===== config.mk =====
export PLATFORM = sky130hd
export DESIGN_NAME = uart_async_rx_recovery
export DESIGN_NICKNAME = d
export VERILOG_FILES = /design/src/hdl/rx_recovery_pkg.sv /design/src/hdl/rx_line_sync.sv /design/src/hdl/rx_vote3.sv /design/src/hdl/uart_async_rx_recovery.sv
export SDC_FILE = /design/constraint.sdc
export NUM_CORES = 1
export LEC_CHECK = 0
export ABC_AREA = 1
export BUFFER_PORTS_ARGS = -buffer_cell sky130_fd_sc_hd__buf_2
export CORE_MARGIN = 3
export CORE_UTILIZATION = 40
export CTS_CLUSTER_SIZE = 30
export DETAILED_ROUTE_END_ITERATION = 8
export GPL_TIMING_DRIVEN = 0
export PLACE_DENSITY_LB_ADDON = 0.08
export REMOVE_ABC_BUFFERS = 1
export SETUP_SLACK_MARGIN = 0.2
export SLEW_MARGIN = 5
export SYNTH_ARGS = -nofsm -noshare
export SYNTH_HDL_FRONTEND = slang
export SYNTH_SLANG_ARGS = --single-unit

===== constraint.sdc =====
create_clock -name clk -period 2.2 [get_ports clk]
set_input_delay 0.44 -clock clk [delete_from_list [all_inputs] [get_ports clk]]
set_output_delay 0.44 -clock clk [all_outputs]
set_load 0.01 [all_outputs]

===== src/hdl/rx_recovery_pkg.sv =====
// Purpose: Shared constants and carrier types for the asynchronous receive front end
// Assumes: One system clock, sample tick from an external baud divider
// Notes: Sample numbers count the first low sample as sample one

package rx_recovery_pkg;

   // ---------------------------------------------------------------
   // Sampling geometry
   // ---------------------------------------------------------------
   localparam logic [4:0] SAMPLES_NORMAL = 5'h10;
   localparam logic [4:0] SAMPLES_DOUBLE = 5'h08;
   localparam logic [4:0] VOTE_FIRST_NORMAL = 5'h08;
   localparam logic [4:0] VOTE_FIRST_DOUBLE = 5'h04;
   localparam logic [3:0] BITS_MIN = 4'h5;
   localparam logic [3:0] BITS_MAX = 4'hA;
   localparam int SYNC_STAGES = 3;

   // ---------------------------------------------------------------
   // Reset values
   // ---------------------------------------------------------------
   localparam logic LINE_IDLE = 1'b1;
   localparam logic [9:0] SHIFT_RESET = 10'h000;

   // ---------------------------------------------------------------
   // Carriers
   // ---------------------------------------------------------------
   typedef struct packed {
      logic receiver_enable_bit;
      logic double_speed_select;
      logic [3:0] frame_bits;
   } rx_config_t;

   typedef struct packed {
      logic [9:0] data;
      logic frame_error_flag;
   } rx_frame_t;

endpackage


===== src/hdl/rx_line_sync.sv =====
// Purpose: Bring the serial line into the clock domain and filter single glitches
// Assumes: Asynchronous input with idle level high
// Notes: Output changes once the last two stages agree

`timescale 1ns/10ps
`default_nettype none

module rx_line_sync
   import rx_recovery_pkg::*;
(
   input wire logic clk,
   input wire logic rst_n,
   input wire logic line_in,
   output logic line_out
);

   logic [SYNC_STAGES-1:0] stage;

   always_ff @(posedge clk) begin
      if (!rst_n) begin
         stage <= {SYNC_STAGES{LINE_IDLE}};
      end else begin
         stage <= {stage[SYNC_STAGES-2:0], line_in};
      end
   end

   // Stage 0 is read only by stage 1
   always_ff @(posedge clk) begin
      if (!rst_n) begin
         line_out <= LINE_IDLE;
      end else if (stage[1] == stage[2]) begin
         line_out <= stage[2];
      end
   end

   a_sync_agree: assert property (@(posedge clk) disable iff (!rst_n)
      $changed(line_out) |-> $past(stage[1]) == $past(stage[2]) && line_out == $past(stage[2]))
      else $error("line changed before the last two stages agreed");

endmodule

`default_nettype wire


===== src/hdl/rx_vote3.sv =====
// Purpose: Three-sample majority vote
// Assumes: Samples arrive in order on a qualifier strobe
// Notes: Combinational result on the third sample

`timescale 1ns/10ps
`default_nettype none

module rx_vote3 (
   input wire logic a,
   input wire logic b,
   input wire logic c,
   output logic major
);

   assign major = (a & b) | (a & c) | (b & c);

endmodule

`default_nettype wire


===== src/hdl/uart_async_rx_recovery.sv =====
// Purpose: Asynchronous receive clock and data recovery for a serial port
// Assumes: sample_tick pulses once per sample period from the baud divider
// Notes: Frame bits count data plus parity, stop bit follows
//
// Overview of operation
// - Sample the line 16 times per bit, or 8 times in double speed.
// - When idle, a high to low transition starts start bit detection.
// - Qualify start with samples 8,9,10 normal or 4,5,6 double speed.
// - Two or more high qualifying samples reject the start as noise.
// - A valid start realigns bit timing; repeated for every frame.
// - Per-bit state counter steps 16 or 8 states, one per sample.
// - Each bit is the majority of its three centre samples.
// - Recover data, parity and first stop bit; ignore further stop bits.
// - Stop bit voted the same way; a zero sets the frame error.
// - Normal mode may detect a new start right after stop voting.
// - Double speed also accepts a new start right after stop voting.
// - Frames carry five to ten data plus parity bits.
// - Each end keeps its rate error within half the total tolerance.
// - Clearing enable abandons the frame at once and releases the pin.

`timescale 1ns/10ps
`default_nettype none

module uart_async_rx_recovery
   import rx_recovery_pkg::*;
(
   input wire logic clk,
   input wire logic rst_n,
   input wire logic sample_tick,
   input wire logic serial_rx_pin,
   input wire rx_config_t cfg,
   output logic pin_override,
   output rx_frame_t frame,
   output logic frame_valid,
   output logic start_rejected
);

   typedef enum logic [1:0] {IDLE, START, DATA, STOP} state_t;

   state_t state;
   logic line;
   logic line_prev;
   logic [4:0] sample_no;
   logic [3:0] bit_no;
   logic [1:0] votes;
   logic vote_a;
   logic vote_b;
   logic major;
   logic [9:0] shift;
   logic [4:0] samples_per_bit;
   logic [4:0] vote_first;
   logic [3:0] bits;
   logic in_vote;
   logic last_vote;
   logic fall;

   // ---------------------------------------------------------------
   // Line input
   // ---------------------------------------------------------------
   rx_line_sync u_sync (
      .clk(clk),
      .rst_n(rst_n),
      .line_in(serial_rx_pin),
      .line_out(line)
   );

   rx_vote3 u_vote (
      .a(vote_a),
      .b(vote_b),
      .c(line),
      .major(major)
   );

   // ---------------------------------------------------------------
   // Mode geometry
   // ---------------------------------------------------------------
   assign samples_per_bit = cfg.double_speed_select ? SAMPLES_DOUBLE : SAMPLES_NORMAL;
   // Centre votes plus realignment on every start carry the whole rate error margin
   assign vote_first = cfg.double_speed_select ? VOTE_FIRST_DOUBLE : VOTE_FIRST_NORMAL;
   // Out of range lengths are clamped rather than left undefined
   assign bits = (cfg.frame_bits < BITS_MIN) ? BITS_MIN :
                 (cfg.frame_bits > BITS_MAX) ? BITS_MAX : cfg.frame_bits;
   assign in_vote = sample_tick && (sample_no >= vote_first) && (sample_no <= vote_first + 5'h02);
   assign last_vote = sample_tick && (sample_no == vote_first + 5'h02);
   // Edges judged on ticks only, so glitches between ticks go unseen
   assign fall = sample_tick && line_prev && !line;
   assign pin_override = cfg.receiver_enable_bit;

   // ---------------------------------------------------------------
   // Previous sample for edge detection
   // ---------------------------------------------------------------
   always_ff @(posedge clk) begin
      if (!rst_n || !cfg.receiver_enable_bit) begin
         line_prev <= LINE_IDLE;
      end else if (sample_tick) begin
         line_prev <= line;
      end
   end

   // ---------------------------------------------------------------
   // Vote sample capture
   // ---------------------------------------------------------------
   always_ff @(posedge clk) begin
      if (!rst_n) begin
         votes <= 2'h0;
         vote_a <= LINE_IDLE;
         vote_b <= LINE_IDLE;
      end else if (in_vote && state != IDLE) begin
         vote_a <= (votes == 2'h0) ? line : vote_a;
         vote_b <= (votes == 2'h1) ? line : vote_b;
         votes <= (votes == 2'h2) ? 2'h0 : votes + 2'h1;
      end else if (state == IDLE) begin
         votes <= 2'h0;
      end
   end

   // ---------------------------------------------------------------
   // Recovery state machine
   // ---------------------------------------------------------------
   always_ff @(posedge clk) begin
      if (!rst_n || !cfg.receiver_enable_bit) begin
         state <= IDLE;
         sample_no <= 5'h00;
         bit_no <= 4'h0;
         shift <= SHIFT_RESET;
      end else begin
         case (state)
            IDLE: begin
               if (fall) begin
                  state <= START;
                  sample_no <= 5'h02; // Next tick is sample two
               end
            end
            START: begin
               if (sample_tick) begin
                  sample_no <= sample_no + 5'h01;
                  if (last_vote) begin
                     if (major) begin
                        state <= IDLE;
                     end else begin
                        // Realign: next sample is the start bit's following one
                        state <= DATA;
                        bit_no <= 4'h0;
                        shift <= SHIFT_RESET;
                     end
                  end
               end
            end
            DATA: begin
               if (sample_tick) begin
                  // Wrap to sample one at each bit boundary
                  sample_no <= (sample_no == samples_per_bit) ? 5'h01 : sample_no + 5'h01;
                  if (last_vote) begin
                     shift[bit_no] <= major;
                     if (bit_no == bits - 4'h1) begin
                        state <= STOP;
                     end
                     bit_no <= bit_no + 4'h1;
                  end
               end
            end
            STOP: begin
               if (sample_tick) begin
                  sample_no <= (sample_no == samples_per_bit) ? 5'h01 : sample_no + 5'h01;
                  if (last_vote) begin
                     // Further stop bits are not examined
                     state <= IDLE;
                  end
               end
            end
            default: begin
               state <= IDLE;
            end
         endcase
      end
   end

   // ---------------------------------------------------------------
   // Results
   // ---------------------------------------------------------------
   always_ff @(posedge clk) begin
      if (!rst_n) begin
         frame <= '0;
         frame_valid <= 1'b0;
         start_rejected <= 1'b0;
      end else begin
         frame_valid <= 1'b0;
         start_rejected <= 1'b0;
         // Frame holds until the next completed frame
         if (cfg.receiver_enable_bit && state == STOP && last_vote) begin
            frame.data <= shift;
            frame.frame_error_flag <= !major;
            frame_valid <= 1'b1;
         end
         if (cfg.receiver_enable_bit && state == START && last_vote && major) begin
            start_rejected <= 1'b1;
         end
      end
   end

   // ---------------------------------------------------------------
   // Checks
   // ---------------------------------------------------------------
   a_disable_idle: assert property (@(posedge clk) disable iff (!rst_n)
      !cfg.receiver_enable_bit |=> state == IDLE && !frame_valid)
      else $error("receiver not idle after disable");

   a_stop_error: assert property (@(posedge clk) disable iff (!rst_n)
      frame_valid |-> frame.frame_error_flag == !$past(major))
      else $error("frame error does not follow stop vote");

   a_reject_idle: assert property (@(posedge clk) disable iff (!rst_n)
      start_rejected |-> state == IDLE)
      else $error("rejected start did not return to idle");

   a_start_from_fall: assert property (@(posedge clk) disable iff (!rst_n)
      $rose(state == START) |-> $past(fall))
      else $error("start entered without falling edge");

   a_sample_bound: assert property (@(posedge clk) disable iff (!rst_n)
      state != IDLE |-> sample_no <= samples_per_bit)
      else $error("sample counter beyond bit length");

   a_bit_bound: assert property (@(posedge clk) disable iff (!rst_n)
      state == DATA |-> bit_no < bits)
      else $error("bit counter beyond frame length");

   a_valid_after_stop: assert property (@(posedge clk) disable iff (!rst_n)
      frame_valid |-> $past(state) == STOP && state == IDLE)
      else $error("frame valid without stop vote");

   a_pin_release: assert property (@(posedge clk) disable iff (!rst_n)
      !pin_override |=> line_prev == LINE_IDLE)
      else $error("line still sampled after pin release");

   // ---------------------------------------------------------------
   // Sequencing checks
   // ---------------------------------------------------------------
   a_fall_starts: assert property (@(posedge clk) disable iff (!rst_n)
      state == IDLE && fall && cfg.receiver_enable_bit |=> state == START)
      else $error("falling edge did not start detection");

   a_idle_hold: assert property (@(posedge clk) disable iff (!rst_n)
      state == IDLE && !fall |=> state == IDLE)
      else $error("left idle without a falling edge");

   a_start_sample_two: assert property (@(posedge clk) disable iff (!rst_n)
      $rose(state == START) |-> sample_no == 5'h02)
      else $error("start count not at sample two");

   a_reject_pulse: assert property (@(posedge clk) disable iff (!rst_n)
      state == START && last_vote && major && cfg.receiver_enable_bit |=> start_rejected && state == IDLE)
      else $error("noisy start not rejected");

   a_reject_from_start: assert property (@(posedge clk) disable iff (!rst_n)
      start_rejected |-> $past(state) == START)
      else $error("reject pulse outside start detection");

   a_accept_realign: assert property (@(posedge clk) disable iff (!rst_n)
      state == START && last_vote && !major && cfg.receiver_enable_bit
      |=> state == DATA && sample_no == vote_first + 5'h03 && bit_no == 4'h0)
      else $error("valid start did not realign bit timing");

   a_bit_wrap: assert property (@(posedge clk) disable iff (!rst_n)
      (state == DATA || state == STOP) && sample_tick && sample_no == samples_per_bit && cfg.receiver_enable_bit
      |=> sample_no == 5'h01)
      else $error("bit counter did not wrap at bit end");

   a_tick_paced: assert property (@(posedge clk) disable iff (!rst_n)
      !sample_tick && cfg.receiver_enable_bit |=> $stable(state) && $stable(sample_no))
      else $error("recovery advanced without a sample tick");

   a_vote_count: assert property (@(posedge clk) disable iff (!rst_n)
      state != IDLE && last_vote && cfg.receiver_enable_bit |=> votes == 2'h0)
      else $error("vote group not three samples");

   a_bit_vote: assert property (@(posedge clk) disable iff (!rst_n)
      state == DATA && last_vote && cfg.receiver_enable_bit |=> shift[$past(bit_no)] == $past(major))
      else $error("voted bit not stored in its place");

   a_lsb_first: assert property (@(posedge clk) disable iff (!rst_n)
      $rose(state == DATA) |-> bit_no == 4'h0 && shift == SHIFT_RESET)
      else $error("data assembly not starting at bit zero");

   a_data_to_stop: assert property (@(posedge clk) disable iff (!rst_n)
      state == DATA && last_vote && bit_no == bits - 4'h1 && cfg.receiver_enable_bit |=> state == STOP)
      else $error("stop bit not taken after last data bit");

   a_stop_entry: assert property (@(posedge clk) disable iff (!rst_n)
      $rose(state == STOP) |-> sample_no == vote_first + 5'h03)
      else $error("stop bit timing not carried over");

   a_error_flag: assert property (@(posedge clk) disable iff (!rst_n)
      state == STOP && last_vote && !major && cfg.receiver_enable_bit |=> frame.frame_error_flag)
      else $error("zero stop bit did not flag a frame error");

   a_stop_release: assert property (@(posedge clk) disable iff (!rst_n)
      state == STOP && last_vote && cfg.receiver_enable_bit |=> state == IDLE && frame_valid)
      else $error("not ready for next start after stop vote");

   a_frame_width: assert property (@(posedge clk) disable iff (!rst_n)
      frame_valid |-> (frame.data >> bits) == 10'h000)
      else $error("bits beyond frame length not zero");

endmodule

`default_nettype wire


# Word level (Yosys, flattened, before mapping)

Cells that the tools add are included.

Register bits after elaboration: 43
Output and inout bits: 14
Word-level logic and storage cells: 116
Input bits: 10

Eq/ne operators: 19
$lt $le $gt $ge: 6
Add/subtract/negate cells: 5
Bitwise gates (word level): 5
Multiplexer cells: 39
Reduce and logical (&&, ||, !) cells: 28

Operator list:

| operator                                            | number |
|---|---|
| two-way mux 10 bit                                  | 5 |
| two-way mux 4 bit                                   | 8 |
| two-way mux 5 bit                                   | 5 |
| two-way mux 2 bit                                   | 12 |
| one-hot mux 10 bit (2 select lines)                 | 1 |
| inequality test 2 bit, second input constant        | 9 |
| one-hot mux 5 bit (3 select lines)                  | 1 |
| logical AND 1 bit                                   | 12 |
| bitwise mux 10 bit                                  | 1 |
| equality test 5 bit                                 | 2 |
| one-hot mux 2 bit (4 select lines)                  | 1 |
| one-hot mux 4 bit (2 select lines)                  | 1 |
| AND reduction 8 bit                                 | 1 |
| equality test 2 bit, second input constant          | 3 |
| AND reduction 6 bit                                 | 1 |
| nonzero test 2 bit                                  | 3 |
| adder 4 x 2 -> 5 bit, second input constant         | 1 |
| adder 5 x 1 -> 5 bit, second input constant         | 1 |
| greater-or-equal comparator 5 x 4 -> 1 bit          | 1 |
| <= comparator 5 bit                                 | 1 |
| < comparator 4 x 5 -> 1 bit, second input constant  | 1 |
| adder 4 x 1 -> 4 bit, second input constant         | 1 |
| demux 1 bit (select 4 bit)                          | 1 |
| equality test 2 x 1 -> 1 bit, second input constant | 2 |
| other kinds (17)                                    | 27 |

# Depth between registers and ports, before layout

Word-level depth: 9
Mapped depth: 17
Mapped depth without buffers: 17

# Modules after synthesis

Synthesis repeated with hierarchy kept, for this count alone.

Cell total of the unflattened synthesis: 300
Area total of the unflattened synthesis: 2,183.3 um^2

Modules (own cells, without submodules):

| module                 | sequential area each (um^2) | times used | area each (um^2) | cells each |
|---|---|---|---|---|
| uart_async_rx_recovery | 780.7                       | 1          | 2,028.2          | 279 |
| rx_line_sync           | 80.1                        | 1          | 133.9            | 17 |
| rx_vote3               | 0.0                         | 1          | 21.3             | 4 |

# Worst setup path before layout

OpenSTA, ideal clock, no wires.

Path type: in2reg
Start: input cfg[2] (netlist name)
End: register state[0]
Setup slack: 464 ps
Required time: 2,130 ps
Buffers on the path: 0
Setup time: 70 ps
Data arrival time: 1,666 ps
Cell stages on the path: 11
Cell sequence: inv_1 -> o21ai_0 -> o21ai_0 -> ha_1 -> xor2_1 -> nand3_1 -> nor2_1 -> nand2_1 -> nand2_1 -> nand2_1 -> a21oi_1

Word-level cells in the longest chain between the ends: 7
Elaborated cells on any way between the ends: 8
Those cells by class: add/sub (1); order compare (2); eq/ne (2); mux (2); reduce/logical (1)

RTL lines:

| item                              | line                          | RTL |
|---|---|---|
| start, declared                   | uart_async_rx_recovery.sv:31  | `input wire rx_config_t cfg,` |
| greater-than comparator 4 bit     | uart_async_rx_recovery.sv:82  | `(cfg.frame_bits > BITS_MAX) ? BITS_MAX : cfg.frame_bits;` |
| two-way mux 4 bit                 | uart_async_rx_recovery.sv:82  |  |
| two-way mux 4 bit *               | uart_async_rx_recovery.sv:81  | `assign bits = (cfg.frame_bits < BITS_MIN) ? BITS_MIN :` |
| subtractor 4 x 1 -> 4 bit *       | uart_async_rx_recovery.sv:155 | `if (bit_no == bits - 4'h1) begin` |
| equality test 4 bit *             | uart_async_rx_recovery.sv:155 |  |
| inequality test 2 bit (no line) * | n/a                           |  |
| AND reduction 8 bit (no line) *   | n/a                           |  |
| end signal, assigned              | uart_async_rx_recovery.sv:156 | `state <= STOP;` |
| end signal, assigned              | uart_async_rx_recovery.sv:167 | `state <= IDLE;` |
| end signal, assigned              | uart_async_rx_recovery.sv:172 | `state <= IDLE;` |
| end, declared                     | uart_async_rx_recovery.sv:40  | `state_t state;` |

Mark *: on every way between the ends. The rest lies on a longest branch, timed or not.
A chain may end at the register's enable or synchronous reset.

# Final worst setup path

Start: register sample_no[3]
End: register shift[9]

Word-level cells in the longest chain between the ends: 4
Elaborated cells on any way between the ends: 5
Those cells by class: eq/ne (3); reduce/logical (2)

RTL lines:

| item                            | line                          | RTL |
|---|---|---|
| start, declared                 | uart_async_rx_recovery.sv:43  | `logic [4:0] sample_no;` |
| start signal, assigned          | uart_async_rx_recovery.sv:136 | `sample_no <= sample_no + 5'h01;` |
| start signal, assigned          | uart_async_rx_recovery.sv:152 | `sample_no <= (sample_no == samples_per_bit) ? 5'h01 : sample_no + 5'h01;` |
| start signal, assigned          | uart_async_rx_recovery.sv:164 | `sample_no <= (sample_no == samples_per_bit) ? 5'h01 : sample_no + 5'h01;` |
| equality test 5 bit *           | uart_async_rx_recovery.sv:84  | `assign last_vote = sample_tick && (sample_no == vote_first + 5'h02);` |
| logical AND 1 bit *             | uart_async_rx_recovery.sv:84  |  |
| inequality test 2 bit (no line) | n/a                           |  |
| AND reduction 6 bit (no line) * | n/a                           |  |
| end signal, assigned by index   | uart_async_rx_recovery.sv:154 | `shift[bit_no] <= major;` |
| end, declared                   | uart_async_rx_recovery.sv:49  | `logic [9:0] shift;` |

Marks and branches as above.

==> out/metrics.csv <==
stage;metric;value;unit
final_layout;leading cell types in the layout, fill and taps excluded;76 x nand2_1, 43 x dfxtp_1, 40 x inv_1, 28 x nor2_1;
worst_setup_path;startpoint types;flip-flop;
cts;CTS tree;done;
drt;drt wl/cell;12.0;µm
power_and_ir_drop;clock power share;42.8;%
global_route;Overflow after GRT;0;
floorplan;Initial Utilization;43.1;%
worst_setup_path;slowest stage delay, CP;0.35;ns
floorplan;Core ar.;5300;µm²
drt;TritonRoute pass-1 iters;4;
timing;Clock Skew;0.00773;ns
timing;Hold WS;0.325;ns
yosys;Yosys reg bits;43;
global_route;vias in the first global route;1797;
drt;metal1 wirelength;2.53;mm
power_and_ir_drop;pwr/cell area;579;nW/µm²
yosys;register area share after synthesis;37.6;%
final_layout;proportion of layout cells with a drive suffix above 1;16.0;%
outcome;status;finished clean;
timing;Setup TNS;0;ns
drt;vias per inst;4.99;
cts;total CTS buffers;5;
timing;RSZ-0062 raised after global routing;true;
worst_setup_path;worst path bufs/invs;2;
drt;DRC;0;
final_layout;synth-to-layout area growth;13.1;%
worst_setup_path;crit path max-delay cell type;dfxtp_1;
cts;htree depth;2;
global_route;GRT Overall Usage;15.1;%
global_route;first-pass GRT wire length;7.87;mm
timing;Setup Viol. Count Final;0;
drt;First DRT Iteration DRCs;123;
floorplan;row count;26;
global_route;antenna violations before repair;0;
cts;cts hold-fix bufs;0;
timing;fin. max-slew vios;0;
floorplan;Horiz. Die Dim;81.6;µm
timing;Final Hold Vio Count;0;
power_and_ir_drop;cell-internal power;1170;µW
cts;clock root cell;clkbuf_8;
final_layout;Nets;368;
floorplan;full die area;6660;µm²
power_and_ir_drop;Comb pwr share;5.0;%
timing;max_slew headroom;62.0;%
drt;vias;2090;
final_layout;# diodes;0;
worst_setup_path;critical path type;reg2reg;
drt;final WL;5.03;mm
cts;worst-skew pair later-pin latency;0.30;ns
placed_design;Post-DP Area;2430;µm²
job;Max Cap Violations;0;
yosys;Ys Warns;0;
timing;worst-margin pin slew;0.566;ns
placed_design;placed cell count;408;
final_layout;post-route cell area;2590;µm²
power_and_ir_drop;worst vdd ir;0.278;mV
worst_setup_path;Max FO, Critical Path;6;
worst_setup_path;CP delay by family, top;simple AND/OR/NAND/NOR gates;
timing;Min Clock Period, post-route;1.84;ns
worst_setup_path;CP Capture Type;flip-flop;
placed_design;GP Congestion;0.805;
yosys;Cell variety after synth;30;
final_layout;commonest non-fill, non-tap cell in the layout;nand2_1;
drt;met2 wire length;2.25;mm
placed_design;# port buffers;23;
timing;Final Cycle Share;83.5;%
cts;Clk pin slew, worst setup/hold paths;0.08;ns
cts;Clock Path Buffers;2;
worst_setup_path;worst path cell trace;ha_1, inv_1, nor2_2, nand4_2, inv_4, nand2_2, nor2_1, nand3b_1, a21oi_1;
global_route;largest net degree at the start of global routing;24;
worst_setup_path;Required @ worst endpoint;2.43;ns
floorplan;IO Count;24;
yosys;synthesized area;2290;µm²
floorplan;Die H;81.6;µm
timing;f_max;544;MHz
worst_setup_path;Worst EP arrival;2.06;ns
power_and_ir_drop;Net Switching;325;µW
drt;Post-DRT Antenna Nets;0;
cts;clock sinks;43;
yosys;syn_area_per_cell;7.04;µm²
final_layout;Non-Filler Instances;419;
power_and_ir_drop;fraction of power consumed by sequential logic;52.2;%
min_path;Worst Hold Class;in2reg;
drt;met3 wire len;185;µm
power_and_ir_drop;switching part of the total;21.7;%
yosys;post-synthesis instance total;325;
power_and_ir_drop;leakage power;0.00112;µW
drt;top sig layer;met4;
placed_design;Detailed Place HPWL;3.41;mm
Yosys cell counts, drive strengths merged:
cell type  count  area share [%]
nand3b         3            0.98
clkinv         1            0.16
o211ai         1            0.33
dfxtp         43              38
and3           2            0.55
a21oi         23             5.0
a211oi         2            0.66
nor3           4            0.88
nand3         16             3.5
nand2         80              13
or2           11             3.0
xor2           5             1.9
inv           45             7.4
a31oi          1            0.27
buf            7             2.3
clkbuf         3            0.49
ha            10             5.5
nand4         23             7.2
nor4           1            0.27
nor2          32             5.7
o21ai         12             2.8
logic make-up after synthesis:
family          share of synthesized area (%)
buf+inv                                  10.3
xor+xnor                                 1.91
simple gates                             35.6
flops                                    37.6
compound gates                           9.08
fa+ha+maj                                5.47
layout make-up:
type                            count  area (µm²)
Sequential cell                    43         861
Multi-Input combinational cell    228        1220
Inverter                           46         175
Timing Repair Buffer               24         123
Tap cell                           70        87.6
Fill cell                         545        2720
Clock inverter                      2        35.0
Clock buffer                        6        82.6
metrics by stage:
stage / utilization (%) / setup WS (ns) / power (µW)
after floorplan: - / 0.406 / 846
after global placement: 45.8 / 0.0366 / 872
after detailed placement: 45.8 / 0.00439 / 873
after CTS: 48.0 / 0.217 / 1510
after global routing: 48.8 / 0.180 / 1560
final: 48.8 / 0.363 / 1500
per-layer routing:
layer | up-vias | track usage [%]
li1 | 1102 | -
met1 | 953 | 19.0
met2 | 28 | 25.4
met3 | 7 | 2.96
met4 | 0 | 5.81
met5 | - | 0
path summary, 6_finish.rpt:
path | from | end | slack [ns] | cells after the start
setup / recovery | sample_no[3] | shift[9] | 0.36 | 9
hold / removal | serial_rx_pin | u_sync.stage[0] | 0.32 | 2
setup reg to reg | sample_no[3] | shift[9] | 0.36 | 9
hold reg to reg | u_sync.stage[0] | u_sync.stage[1] | 0.42 | 1
state kept, by name (all words and copies together) (netlist names), 2 cells and up, named ones only:
signal / cells
frame: 11
u_sync.stage: 3
shift: 10
bit_no: 4
votes: 2
sample_no: 5
worst reg2reg max path, delay by kind of cell, from the launching register on:
kind / cells / cell delay, ns
adders and majority gates: 1 / 0.33
AOI/OAI and AO/OA: 1 / 0.15
and+or+nand+nor: 5 / 0.75
DFF: 1 / 0.35
buffers and inverters: 2 / 0.20
power by group through the flow:
stage	Sequential (µW)	Clock, µW	Combinational [µW]
detailed placement	800	0	73.7
global route	782	693	87.9
finish	781	642	74.8
floorplan	799	0	46.7
CTS	781	657	74.1
global placement	800	0	72.4
timing repair:
item / CTS / global route
resized for setup: 0 / 3
setup buffers: 0 / 1
endpoints found under the setup margin: 0 / 23
Note: power is estimated with default switching activity, not from simulation.
